`config.mk`:
```
export PLATFORM = sky130hd
export DESIGN_NAME = tgc_trigger_or
export DESIGN_NICKNAME = d
export VERILOG_FILES = /design/src/verilog/tgc_pkg.sv /design/src/verilog/tgc_sync2.sv /design/src/verilog/tgc_trigger_or.sv
export VERILOG_INCLUDE_DIRS = /design/src /design/src/verilog
export SDC_FILE = /design/constraint.sdc
export NUM_CORES = 1
export LEC_CHECK = 0
export ABC_AREA = 1
export BUFFER_PORTS_ARGS = -buffer_cell sky130_fd_sc_hd__buf_2
export CAP_MARGIN = 5
export CORE_MARGIN = 2
export CORE_UTILIZATION = 35
export CTS_BUF_LIST = sky130_fd_sc_hd__clkbuf_4
export CTS_CLUSTER_SIZE = 10
export DETAILED_ROUTE_END_ITERATION = 6
export HOLD_SLACK_MARGIN = 0.03
export PLACE_DENSITY = 0.64
export SETUP_SLACK_MARGIN = 0.15
export SLEW_MARGIN = 20
export SYNTH_ARGS = -nofsm -noshare
export SYNTH_HDL_FRONTEND = slang
export SYNTH_SLANG_ARGS = --single-unit
export TNS_END_PERCENT = 20
```
`constraint.sdc`:
```
create_clock -name clk -period 2.1 [get_ports clk]
set_clock_uncertainty 0.05 [all_clocks]
set_input_delay 0 -clock clk [delete_from_list [all_inputs] [get_ports clk]]
set_output_delay 0 -clock clk [all_outputs]
set_load 0.1 [all_outputs]
```
`src/verilog/tgc_params.svh`:
```
`ifndef TGC_PARAMS_SVH
`define TGC_PARAMS_SVH

// Register byte offsets
`define TGC_A_ANYCAP   8'h00
`define TGC_A_ANYSEL   8'h04
`define TGC_A_CHCAP    8'h08
`define TGC_A_CHSEL    8'h0C
`define TGC_A_CTRL     8'h10
`define TGC_A_CMD      8'h14
`define TGC_A_DELAY    8'h18
`define TGC_A_MPDIR    8'h1C
`define TGC_A_CHMODE   8'h20
`define TGC_A_STATUS   8'h24

// Widths
`define TGC_AW         8
`define TGC_DW         32
`define TGC_ANY_W      5
`define TGC_CH_W       8
`define TGC_MP_W       3
`define TGC_SYNC_W     21

// Capabilities and reset values
`define TGC_ANY_CAP    5'h1F
`define TGC_CH_CAP     8'hFF
`define TGC_ANY_RST    5'h01
`define TGC_CH_RST     8'h00
`define TGC_CTRL_RST   2'h0
`define TGC_DELAY_RST  32'h00000000
`define TGC_MPOEN_RST  3'h7
`define TGC_CHMODE_RST 8'h00

// Field positions
`define TGC_B_IMM      0
`define TGC_B_MAIN     1
`define TGC_B_EN       0
`define TGC_B_COMB     1
`define TGC_B_START    0
`define TGC_B_FORCE    1
`define TGC_B_STOP     2

`endif

```
`src/verilog/tgc_pkg.sv`:
```
`default_nettype none
`include "tgc_params.svh"

package tgc_pkg;

  // Trigger sequencing states
  typedef enum logic [1:0] {
    TGC_IDLE,
    TGC_ARMED,
    TGC_DELAY
  } tgc_state_e;

  // Whole state of the combiner
  typedef struct packed {
    tgc_state_e                 state;
    logic [`TGC_ANY_W-1:0]      any_sel_r;
    logic [`TGC_CH_W-1:0]       ch_sel_r;
    logic [1:0]                 ctrl_r;
    logic [`TGC_DW-1:0]         delay_r;
    logic [`TGC_MP_W-1:0]       mp_oe_n_r;
    logic [`TGC_CH_W-1:0]       ch_mode_r;
    logic [`TGC_DW-1:0]         cnt_r;
    logic [7:0]                 ext_q_r;
    logic [`TGC_CH_W-1:0]       cha_q_r;
    logic [`TGC_CH_W-1:0]       chw_q_r;
    logic                       remote_q_r;
    logic                       trig_r;
    logic                       evt_r;
    logic [`TGC_MP_W-1:0]       mp_out_r;
    logic [`TGC_DW-1:0]         prdata_r;
    logic                       pready_r;
    logic                       pslverr_r;
  } tgc_state_s;

endpackage : tgc_pkg

`default_nettype wire

```
`src/verilog/tgc_sync2.sv`:
```
`timescale 1ns/1ps
`default_nettype none

module tgc_sync2 #(
  parameter int W = 1
) (
  input  wire logic         clk,
  input  wire logic         resetn,
  input  wire logic [W-1:0] d,
  output logic      [W-1:0] q
);

  typedef struct packed {
    logic [W-1:0] s1_r;
    logic [W-1:0] s2_r;
  } tgc_sync_s;

  tgc_sync_s s;
  tgc_sync_s s_nxt;

  // Two stages; only the second is read outside
  always_comb begin
    s_nxt      = s;
    s_nxt.s1_r = d;
    s_nxt.s2_r = s.s1_r;
  end

  always_ff @(posedge clk or negedge resetn) begin
    if (!resetn) begin
      s <= '0;
    end else begin
      s <= s_nxt;
    end
  end

  assign q = s.s2_r;

endmodule : tgc_sync2

`default_nettype wire

```
`src/verilog/tgc_trigger_or.sv`:
```
`timescale 1ns/1ps
`default_nettype none
`include "tgc_params.svh"

module tgc_trigger_or
  import tgc_pkg::*;
(
  input  wire logic                  clk,
  input  wire logic                  resetn,
  input  wire logic                  psel,
  input  wire logic                  penable,
  input  wire logic                  pwrite,
  input  wire logic [`TGC_AW-1:0]    paddr,
  input  wire logic [`TGC_DW-1:0]    pwdata,
  output logic      [`TGC_DW-1:0]    prdata,
  output logic                       pready,
  output logic                       pslverr,
  input  wire logic                  main_trigger_input,
  input  wire logic [`TGC_MP_W-1:0]  multipurpose_line_in,
  output logic      [`TGC_MP_W-1:0]  multipurpose_line_out,
  output logic      [`TGC_MP_W-1:0]  multipurpose_line_oe_n,
  input  wire logic [`TGC_CH_W-1:0]  chan_cmp_lo,
  input  wire logic [`TGC_CH_W-1:0]  chan_cmp_hi,
  input  wire logic                  remote_trig_in,
  output logic                       local_event_out,
  output logic                       trigger_out
);

  tgc_state_s s;
  tgc_state_s s_nxt;

  logic [`TGC_SYNC_W-1:0] sync_q;
  logic                   main_s;
  logic [`TGC_MP_W-1:0]   line_s;
  logic [`TGC_CH_W-1:0]   lo_s;
  logic [`TGC_CH_W-1:0]   hi_s;
  logic                   remote_s;

  // Rising edges of an 8-bit condition vector
  function automatic logic [7:0] rise8(input logic [7:0] cur,
                                       input logic [7:0] prev);
    rise8 = cur & ~prev;
  endfunction : rise8

  // Address match for one register
  function automatic logic hit(input logic [`TGC_AW-1:0] a,
                               input logic [`TGC_AW-1:0] off);
    hit = (a == off);
  endfunction : hit

  // All pin inputs come from outside the clock domain
  tgc_sync2 #(
    .W (`TGC_SYNC_W)
  ) u_tgc_sync2 (
    .clk    (clk),
    .resetn (resetn),
    .d      ({remote_trig_in, chan_cmp_hi, chan_cmp_lo,
              multipurpose_line_in, main_trigger_input}),
    .q      (sync_q)
  );

  assign main_s   = sync_q[0];
  assign line_s   = sync_q[3:1];
  assign lo_s     = sync_q[11:4];
  assign hi_s     = sync_q[19:12];
  assign remote_s = sync_q[20];

  logic                   acc;
  logic                   wr;
  logic                   mapped;
  logic [`TGC_ANY_W-1:0]  any_eff;
  logic [`TGC_CH_W-1:0]   ch_eff;
  logic [7:0]             ext_now;
  logic [7:0]             ext_rise;
  logic [`TGC_CH_W-1:0]   win_now;
  logic [`TGC_CH_W-1:0]   ch_ev;
  logic                   src_any;
  logic                   raw;
  logic                   gated;
  logic                   start_cmd;
  logic                   force_cmd;
  logic                   stop_cmd;
  logic                   remote_ev;
  logic                   armed;
  logic                   ev_now;
  logic [`TGC_DW-1:0]     rd_mux;

  // Bus phase decode; writes land on the completing edge
  assign acc = psel & penable;
  assign wr  = acc & pwrite & s.pready_r;
  assign mapped = hit(paddr, `TGC_A_ANYCAP) | hit(paddr, `TGC_A_ANYSEL) |
                  hit(paddr, `TGC_A_CHCAP)  | hit(paddr, `TGC_A_CHSEL)  |
                  hit(paddr, `TGC_A_CTRL)   | hit(paddr, `TGC_A_CMD)    |
                  hit(paddr, `TGC_A_DELAY)  | hit(paddr, `TGC_A_MPDIR)  |
                  hit(paddr, `TGC_A_CHMODE) | hit(paddr, `TGC_A_STATUS);

  // Commands are one-shot write strobes
  assign start_cmd = wr & hit(paddr, `TGC_A_CMD) & pwdata[`TGC_B_START];
  assign force_cmd = wr & hit(paddr, `TGC_A_CMD) & pwdata[`TGC_B_FORCE];
  assign stop_cmd  = wr & hit(paddr, `TGC_A_CMD) & pwdata[`TGC_B_STOP];

  // Unsupported selections masked off
  assign any_eff = s.any_sel_r & `TGC_ANY_CAP;
  assign ch_eff  = s.ch_sel_r & `TGC_CH_CAP;

  // External conditions; lines only count while inputs
  assign ext_now  = {4'h0, line_s & s.mp_oe_n_r, main_s};
  assign ext_rise = rise8(ext_now, s.ext_q_r);

  // Channel: upper comparator edge or entry to the window
  assign win_now = lo_s & ~hi_s;
  assign ch_ev   = (rise8(hi_s, s.cha_q_r) & ~s.ch_mode_r) |
                   (rise8(win_now, s.chw_q_r) & s.ch_mode_r);

  // Raw OR of every enabled source
  assign src_any = any_eff[`TGC_B_IMM] |
                   (|(any_eff[`TGC_ANY_W-1:`TGC_B_MAIN] &
                      ext_rise[`TGC_ANY_W-2:0]));
  assign raw     = src_any | (|(ch_eff & ch_ev));

  // Enable gate, force override, then other cards
  assign gated     = raw & s.ctrl_r[`TGC_B_EN];
  assign remote_ev = s.ctrl_r[`TGC_B_COMB] &
                     remote_s & ~s.remote_q_r;
  assign armed     = (s.state == TGC_ARMED);
  assign ev_now    = armed & (gated | force_cmd | remote_ev);

  // Read data selection
  always_comb begin
    rd_mux = '0;
    unique case (1'b1)
      hit(paddr, `TGC_A_ANYCAP): rd_mux[`TGC_ANY_W-1:0] = `TGC_ANY_CAP;
      hit(paddr, `TGC_A_ANYSEL): rd_mux[`TGC_ANY_W-1:0] = s.any_sel_r;
      hit(paddr, `TGC_A_CHCAP):  rd_mux[`TGC_CH_W-1:0]  = `TGC_CH_CAP;
      hit(paddr, `TGC_A_CHSEL):  rd_mux[`TGC_CH_W-1:0]  = s.ch_sel_r;
      hit(paddr, `TGC_A_CTRL):   rd_mux[1:0]            = s.ctrl_r;
      hit(paddr, `TGC_A_DELAY):  rd_mux                 = s.delay_r;
      hit(paddr, `TGC_A_MPDIR):  rd_mux[`TGC_MP_W-1:0]  = ~s.mp_oe_n_r;
      hit(paddr, `TGC_A_CHMODE): rd_mux[`TGC_CH_W-1:0]  = s.ch_mode_r;
      hit(paddr, `TGC_A_STATUS): rd_mux[1:0]            = s.state;
      default:                   rd_mux                 = '0;
    endcase
  end

  // Next state of everything
  always_comb begin
    s_nxt = s;
    // Bus answer one cycle into the access phase
    s_nxt.pready_r  = acc & ~s.pready_r;
    s_nxt.pslverr_r = acc & ~s.pready_r & ~mapped;
    if (acc & ~s.pready_r & ~pwrite) begin
      s_nxt.prdata_r = rd_mux;
    end
    // Register writes
    if (wr & hit(paddr, `TGC_A_ANYSEL)) begin
      s_nxt.any_sel_r = pwdata[`TGC_ANY_W-1:0];
    end
    if (wr & hit(paddr, `TGC_A_CHSEL)) begin
      s_nxt.ch_sel_r = pwdata[`TGC_CH_W-1:0];
    end
    if (wr & hit(paddr, `TGC_A_CTRL)) begin
      s_nxt.ctrl_r = pwdata[1:0];
    end
    if (wr & hit(paddr, `TGC_A_DELAY)) begin
      s_nxt.delay_r = pwdata;
    end
    if (wr & hit(paddr, `TGC_A_MPDIR)) begin
      s_nxt.mp_oe_n_r = ~pwdata[`TGC_MP_W-1:0];
    end
    if (wr & hit(paddr, `TGC_A_CHMODE)) begin
      s_nxt.ch_mode_r = pwdata[`TGC_CH_W-1:0];
    end
    // Condition history for edge detection
    s_nxt.ext_q_r    = ext_now;
    s_nxt.cha_q_r    = hi_s;
    s_nxt.chw_q_r    = win_now;
    s_nxt.remote_q_r = remote_s;
    // Pulses default low
    s_nxt.trig_r = 1'b0;
    s_nxt.evt_r  = armed & (gated | force_cmd);
    // Arm, wait, delay
    unique case (s.state)
      TGC_IDLE: begin
        if (start_cmd) begin
          s_nxt.state = TGC_ARMED;
        end
      end
      TGC_ARMED: begin
        if (stop_cmd) begin
          s_nxt.state = TGC_IDLE;
        end else if (ev_now) begin
          if (s.delay_r == `TGC_DELAY_RST) begin
            s_nxt.trig_r = 1'b1;
            s_nxt.state  = TGC_IDLE;
          end else begin
            s_nxt.cnt_r = 32'h00000001;
            s_nxt.state = TGC_DELAY;
          end
        end
      end
      TGC_DELAY: begin
        if (stop_cmd) begin
          s_nxt.state = TGC_IDLE;
        end else if (s.cnt_r == s.delay_r) begin
          s_nxt.trig_r = 1'b1;
          s_nxt.state  = TGC_IDLE;
        end else begin
          s_nxt.cnt_r = s.cnt_r + 32'h00000001;
        end
      end
      default: begin
        s_nxt.state = TGC_IDLE;
      end
    endcase
    // Status on lines set as outputs
    s_nxt.mp_out_r = {s_nxt.trig_r, s_nxt.state == TGC_DELAY,
                      s_nxt.state == TGC_ARMED};
  end

  always_ff @(posedge clk or negedge resetn) begin
    if (!resetn) begin
      s           <= '0;
      s.state     <= TGC_IDLE;
      s.any_sel_r <= `TGC_ANY_RST;
      s.ch_sel_r  <= `TGC_CH_RST;
      s.ctrl_r    <= `TGC_CTRL_RST;
      s.delay_r   <= `TGC_DELAY_RST;
      s.mp_oe_n_r <= `TGC_MPOEN_RST;
      s.ch_mode_r <= `TGC_CHMODE_RST;
    end else begin
      s <= s_nxt;
    end
  end

  // Outputs straight from the state
  assign prdata                 = s.prdata_r;
  assign pready                 = s.pready_r;
  assign pslverr                = s.pslverr_r;
  assign trigger_out            = s.trig_r;
  assign local_event_out        = s.evt_r;
  assign multipurpose_line_out  = s.mp_out_r;
  assign multipurpose_line_oe_n = s.mp_oe_n_r;
endmodule : tgc_trigger_or

`default_nettype wire

```
==> metrics.txt <==
status complete, no violations; setup slack of the worst register-to-register path between 50 and 60 ps; half-perimeter wire length after detailed placement 17.3 mm; net count of the finished layout between 1k and 1.5k; Layout Cells excl Fill ~1.6k; x dimension of the die roughly 160 um; Setup Crit Path Kind reg -> reg; net switching power about 2.1 mW; library cell with the largest summed area after synthesis sky130_fd_sc_hd__dfrtp_1; grt ovf 0; startpoint of the worst register-to-register path s[154]; leakage power summed over all cells around 5.3 nW; antenna viol nets, final 0; syn avg cell area 8.45 um^2; insertion delay of the later-clocked pin in the worst-skew pair around 590 ps; switching fraction of total power between 20% and 30%; clock network power share between 20 and 30%; core utilization of the finished layout a little under half; total number of yosys warnings 0; setup repair after global routing missed its margin yes; Cell Count Post-Placement roughly 1.5k; max frequency roughly 490 MHz; max-slew violation total from the final report 0; biggest area contributors in the synthesized netlist sky130_fd_sc_hd__dfrtp_1, sky130_fd_sc_hd__nand2_1, sky130_fd_sc_hd__inv_1; layout cell share with drive strength beyond 1 between 20% and 30%; cell count of the worst reg-to-reg path 8; Yosys top cell area share about 52%; count of state elements after synthesis 193; most common flop cell mapped by yosys sky130_fd_sc_hd__dfrtp_1; detailed-route vias per instance between 4 and 5; number of iterations in the first detailed-routing pass 5; CORE AREA around 25000 um^2; design internal power roughly 5 mW; TritonCTS Sinks between 150 and 200; Clock Tree Root sky130_fd_sc_hd__clkbuf_4; placed standard-cell area around 10000 um^2; height of the die roughly 160 um; global-route wire length before repair 38.9 mm; routed wire length per instance between 15 and 20 um; max_slew headroom between 50% and 60%; largest net degree at the start of global routing 59; Post-route DRC 0; cell count after synthesis 1067; global placement routability congestion a little over 0.9; clock tree from TritonCTS done; CP arrival between 2000 and 2500 ps; Comb pwr share between 10% and 20%; GRT Overall Usage between 10% and 20%; Power Dens Cells just over 600 nW/um^2; total number of vias 7913; type of the most critical hold path in -> reg; register area share after synthesis 53.6%; Max-cap violations 0; CP Capture Type flip-flop; number of core rows between 50 and 60; number of flops mapped to enable cells by yosys 0; final number of setup-violating endpoints 0; final period demand of the worst path slightly above 2000 ps; relative area change from synthesis to final layout 28.5%; post-synth design cell area 9010 um^2; Post-Route WL 25.0 mm; clock-pin transition on the worst setup and hold timing paths 170 ps; Yosys cell types 40; R2R Path End s[67]; capturing element of the worst setup path s[67]; count of buffers inserted at the top-level ports between 100 and 150; Crit. Startpoint s[154]; total CTS buffers 17; net count of the mapped netlist 1138; starting DRC count in detailed routing 642; effective utilization at floorplan between 30% and 40%; Worst-Margin Slew approximately 700 ps; final setup margin approximately 53 ps; number of levels in the clock H-tree 4; area enclosed by the die boundary about 27000 um^2; Design Area, Final roughly 12000 um^2; final worst-path cycle share between 90% and 100%; top-level I/O count about 110; antenna violations before repair 1; final count of hold timing violations 0; async set-or-reset flop fraction in the synthesized netlist between 90% and 100%; vias in the first global route roughly 7.4k; required time at the endpoint of the critical path ~2500 ps; Total Neg Setup Slack 0 ps; largest voltage drop on the vdd net 0.382 mV; CP Launch Type flip-flop; Crit Path Max Fanout 9; setup slack at placement 17.9 ps; buffer levels on the longest clock path 2; Sequential Power Share 54.7%
==> cell families (layout without fill, tap and decap cells) <==
kind of cell | after synthesis | after routing | share of synthesized area [%]
flops | 193 | 193 | 53.6
other cells | 0 | 1 | 0
xor+xnor | 21 | 21 | 2.04
simple gates | 498 | 499 | 24.4
buf+inv | 184 | 408 | 9.47
fa+ha+maj | 5 | 5 | 0.694
compound gates | 166 | 166 | 9.79
==> area by class of cell <==
type / count / area (um^2)
fill: 2412 / 13700
sequential: 193 / 4850
multi-input combinational: 691 / 3530
timing repair buffer: 256 / 2060
inverter: 120 / 450
tap: 330 / 413
clock inverter: 14 / 146
clock buffer: 18 / 135
antenna: 1 / 2.50
==> power groups by stage <==
stage	Combinational [mW]	Sequential, mW	Clock [mW]
final	1.14	3.84	2.04
after global routing	1.21	3.86	2.26
after CTS	0.802	3.85	2.09
after detailed placement	0.673	3.92	0
after global placement	0.671	3.91	0
after floorplan	0.391	3.92	0
==> critical path, stage by stage, from the launching register on <==
cell and delay, ps:
sky130_fd_sc_hd__dfrtp_1 450, sky130_fd_sc_hd__inv_1 150, sky130_fd_sc_hd__ha_1 310, sky130_fd_sc_hd__nor2_1 120, sky130_fd_sc_hd__nor3_4 290, sky130_fd_sc_hd__nand3_4 220, sky130_fd_sc_hd__clkbuf_16 230, sky130_fd_sc_hd__nand2_1 60
sky130_fd_sc_hd__o21ai_1 60
==> layout by cell type (no fill, tap or decap), drive strengths merged, types with 17 or more instances in the layout <==
master	n
a21oi	42
buf	158
clkbuf	25
dfrtp	189
dlygate4sd3	90
inv	127
nand2	261
nand3	47
nand4	21
nor2	106
nor3	30
o21ai	106
xor2	17
==> sequential cells by signal, indices dropped and copies added (netlist names), 3 cells and up <==
register	count
s	97
prdata	32
u_tgc_sync2.q	21
u_tgc_sync2.s	21
ch_eff	8
any_eff	5
multipurpose_line_oe_n	3
multipurpose_line_out	3
==> Yosys cell counts, types with 9 or more instances <==
cell type and number:
sky130_fd_sc_hd__a21oi_1 40, sky130_fd_sc_hd__buf_4 42, sky130_fd_sc_hd__clkbuf_1 18, sky130_fd_sc_hd__dfrtp_1 189
sky130_fd_sc_hd__inv_1 110, sky130_fd_sc_hd__inv_2 10, sky130_fd_sc_hd__nand2_1 260, sky130_fd_sc_hd__nand3_1 44
sky130_fd_sc_hd__nand3b_1 9, sky130_fd_sc_hd__nand4_1 20, sky130_fd_sc_hd__nor2_1 98, sky130_fd_sc_hd__nor3_1 25
sky130_fd_sc_hd__nor4_1 11, sky130_fd_sc_hd__o21ai_0 74, sky130_fd_sc_hd__o21ai_1 32, sky130_fd_sc_hd__or2_2 12
sky130_fd_sc_hd__xor2_1 17
==> per-stage QoR <==
stage	power (mW)	hold slack, ps
after detailed placement	4.59	-35.6
after global routing	7.33	67.6
after CTS	6.74	82.7
final	7.03	127
after global placement	4.58	-33.9
after floorplan	4.31	-346
==> per-layer routing <==
layer / track usage, % / wire [um] / up-vias
met2: 27.4 / 11300 / 286
met4: 6.48 / 427 / 0
met5: 0 / 0 / -
met1: 26.9 / 11600 / 3747
met3: 3.59 / 1700 / 33
li1: - / - / 3847
==> worst min-delay path by stage <==
| stage | start | end | slack, ps | cells after the start |
|---|---|---|---|---|
| floorplan | resetn | any_eff[1] | -350 | 0 |
| global placement | resetn | u_tgc_sync2.s[36] | -30 | 1 |
| detailed placement | resetn | u_tgc_sync2.s[28] | -40 | 1 |
| CTS | pwdata[1] | multipurpose_line_oe_n[1] | 80 | 3 |
| global route | pwdata[1] | multipurpose_line_oe_n[1] | 70 | 3 |
| finish | pwdata[1] | multipurpose_line_oe_n[1] | 130 | 3 |
==> timing repair <==
action	in CTS	in global routing
buffers inserted	2	13
gates resized for setup	9	58
setup endpoints to repair	35	44
hold buffers	91	0
gates cloned	0	9
pin swaps	0	13
endpoints found under the hold margin	295	0
Power figures use the tool's default switching activity.
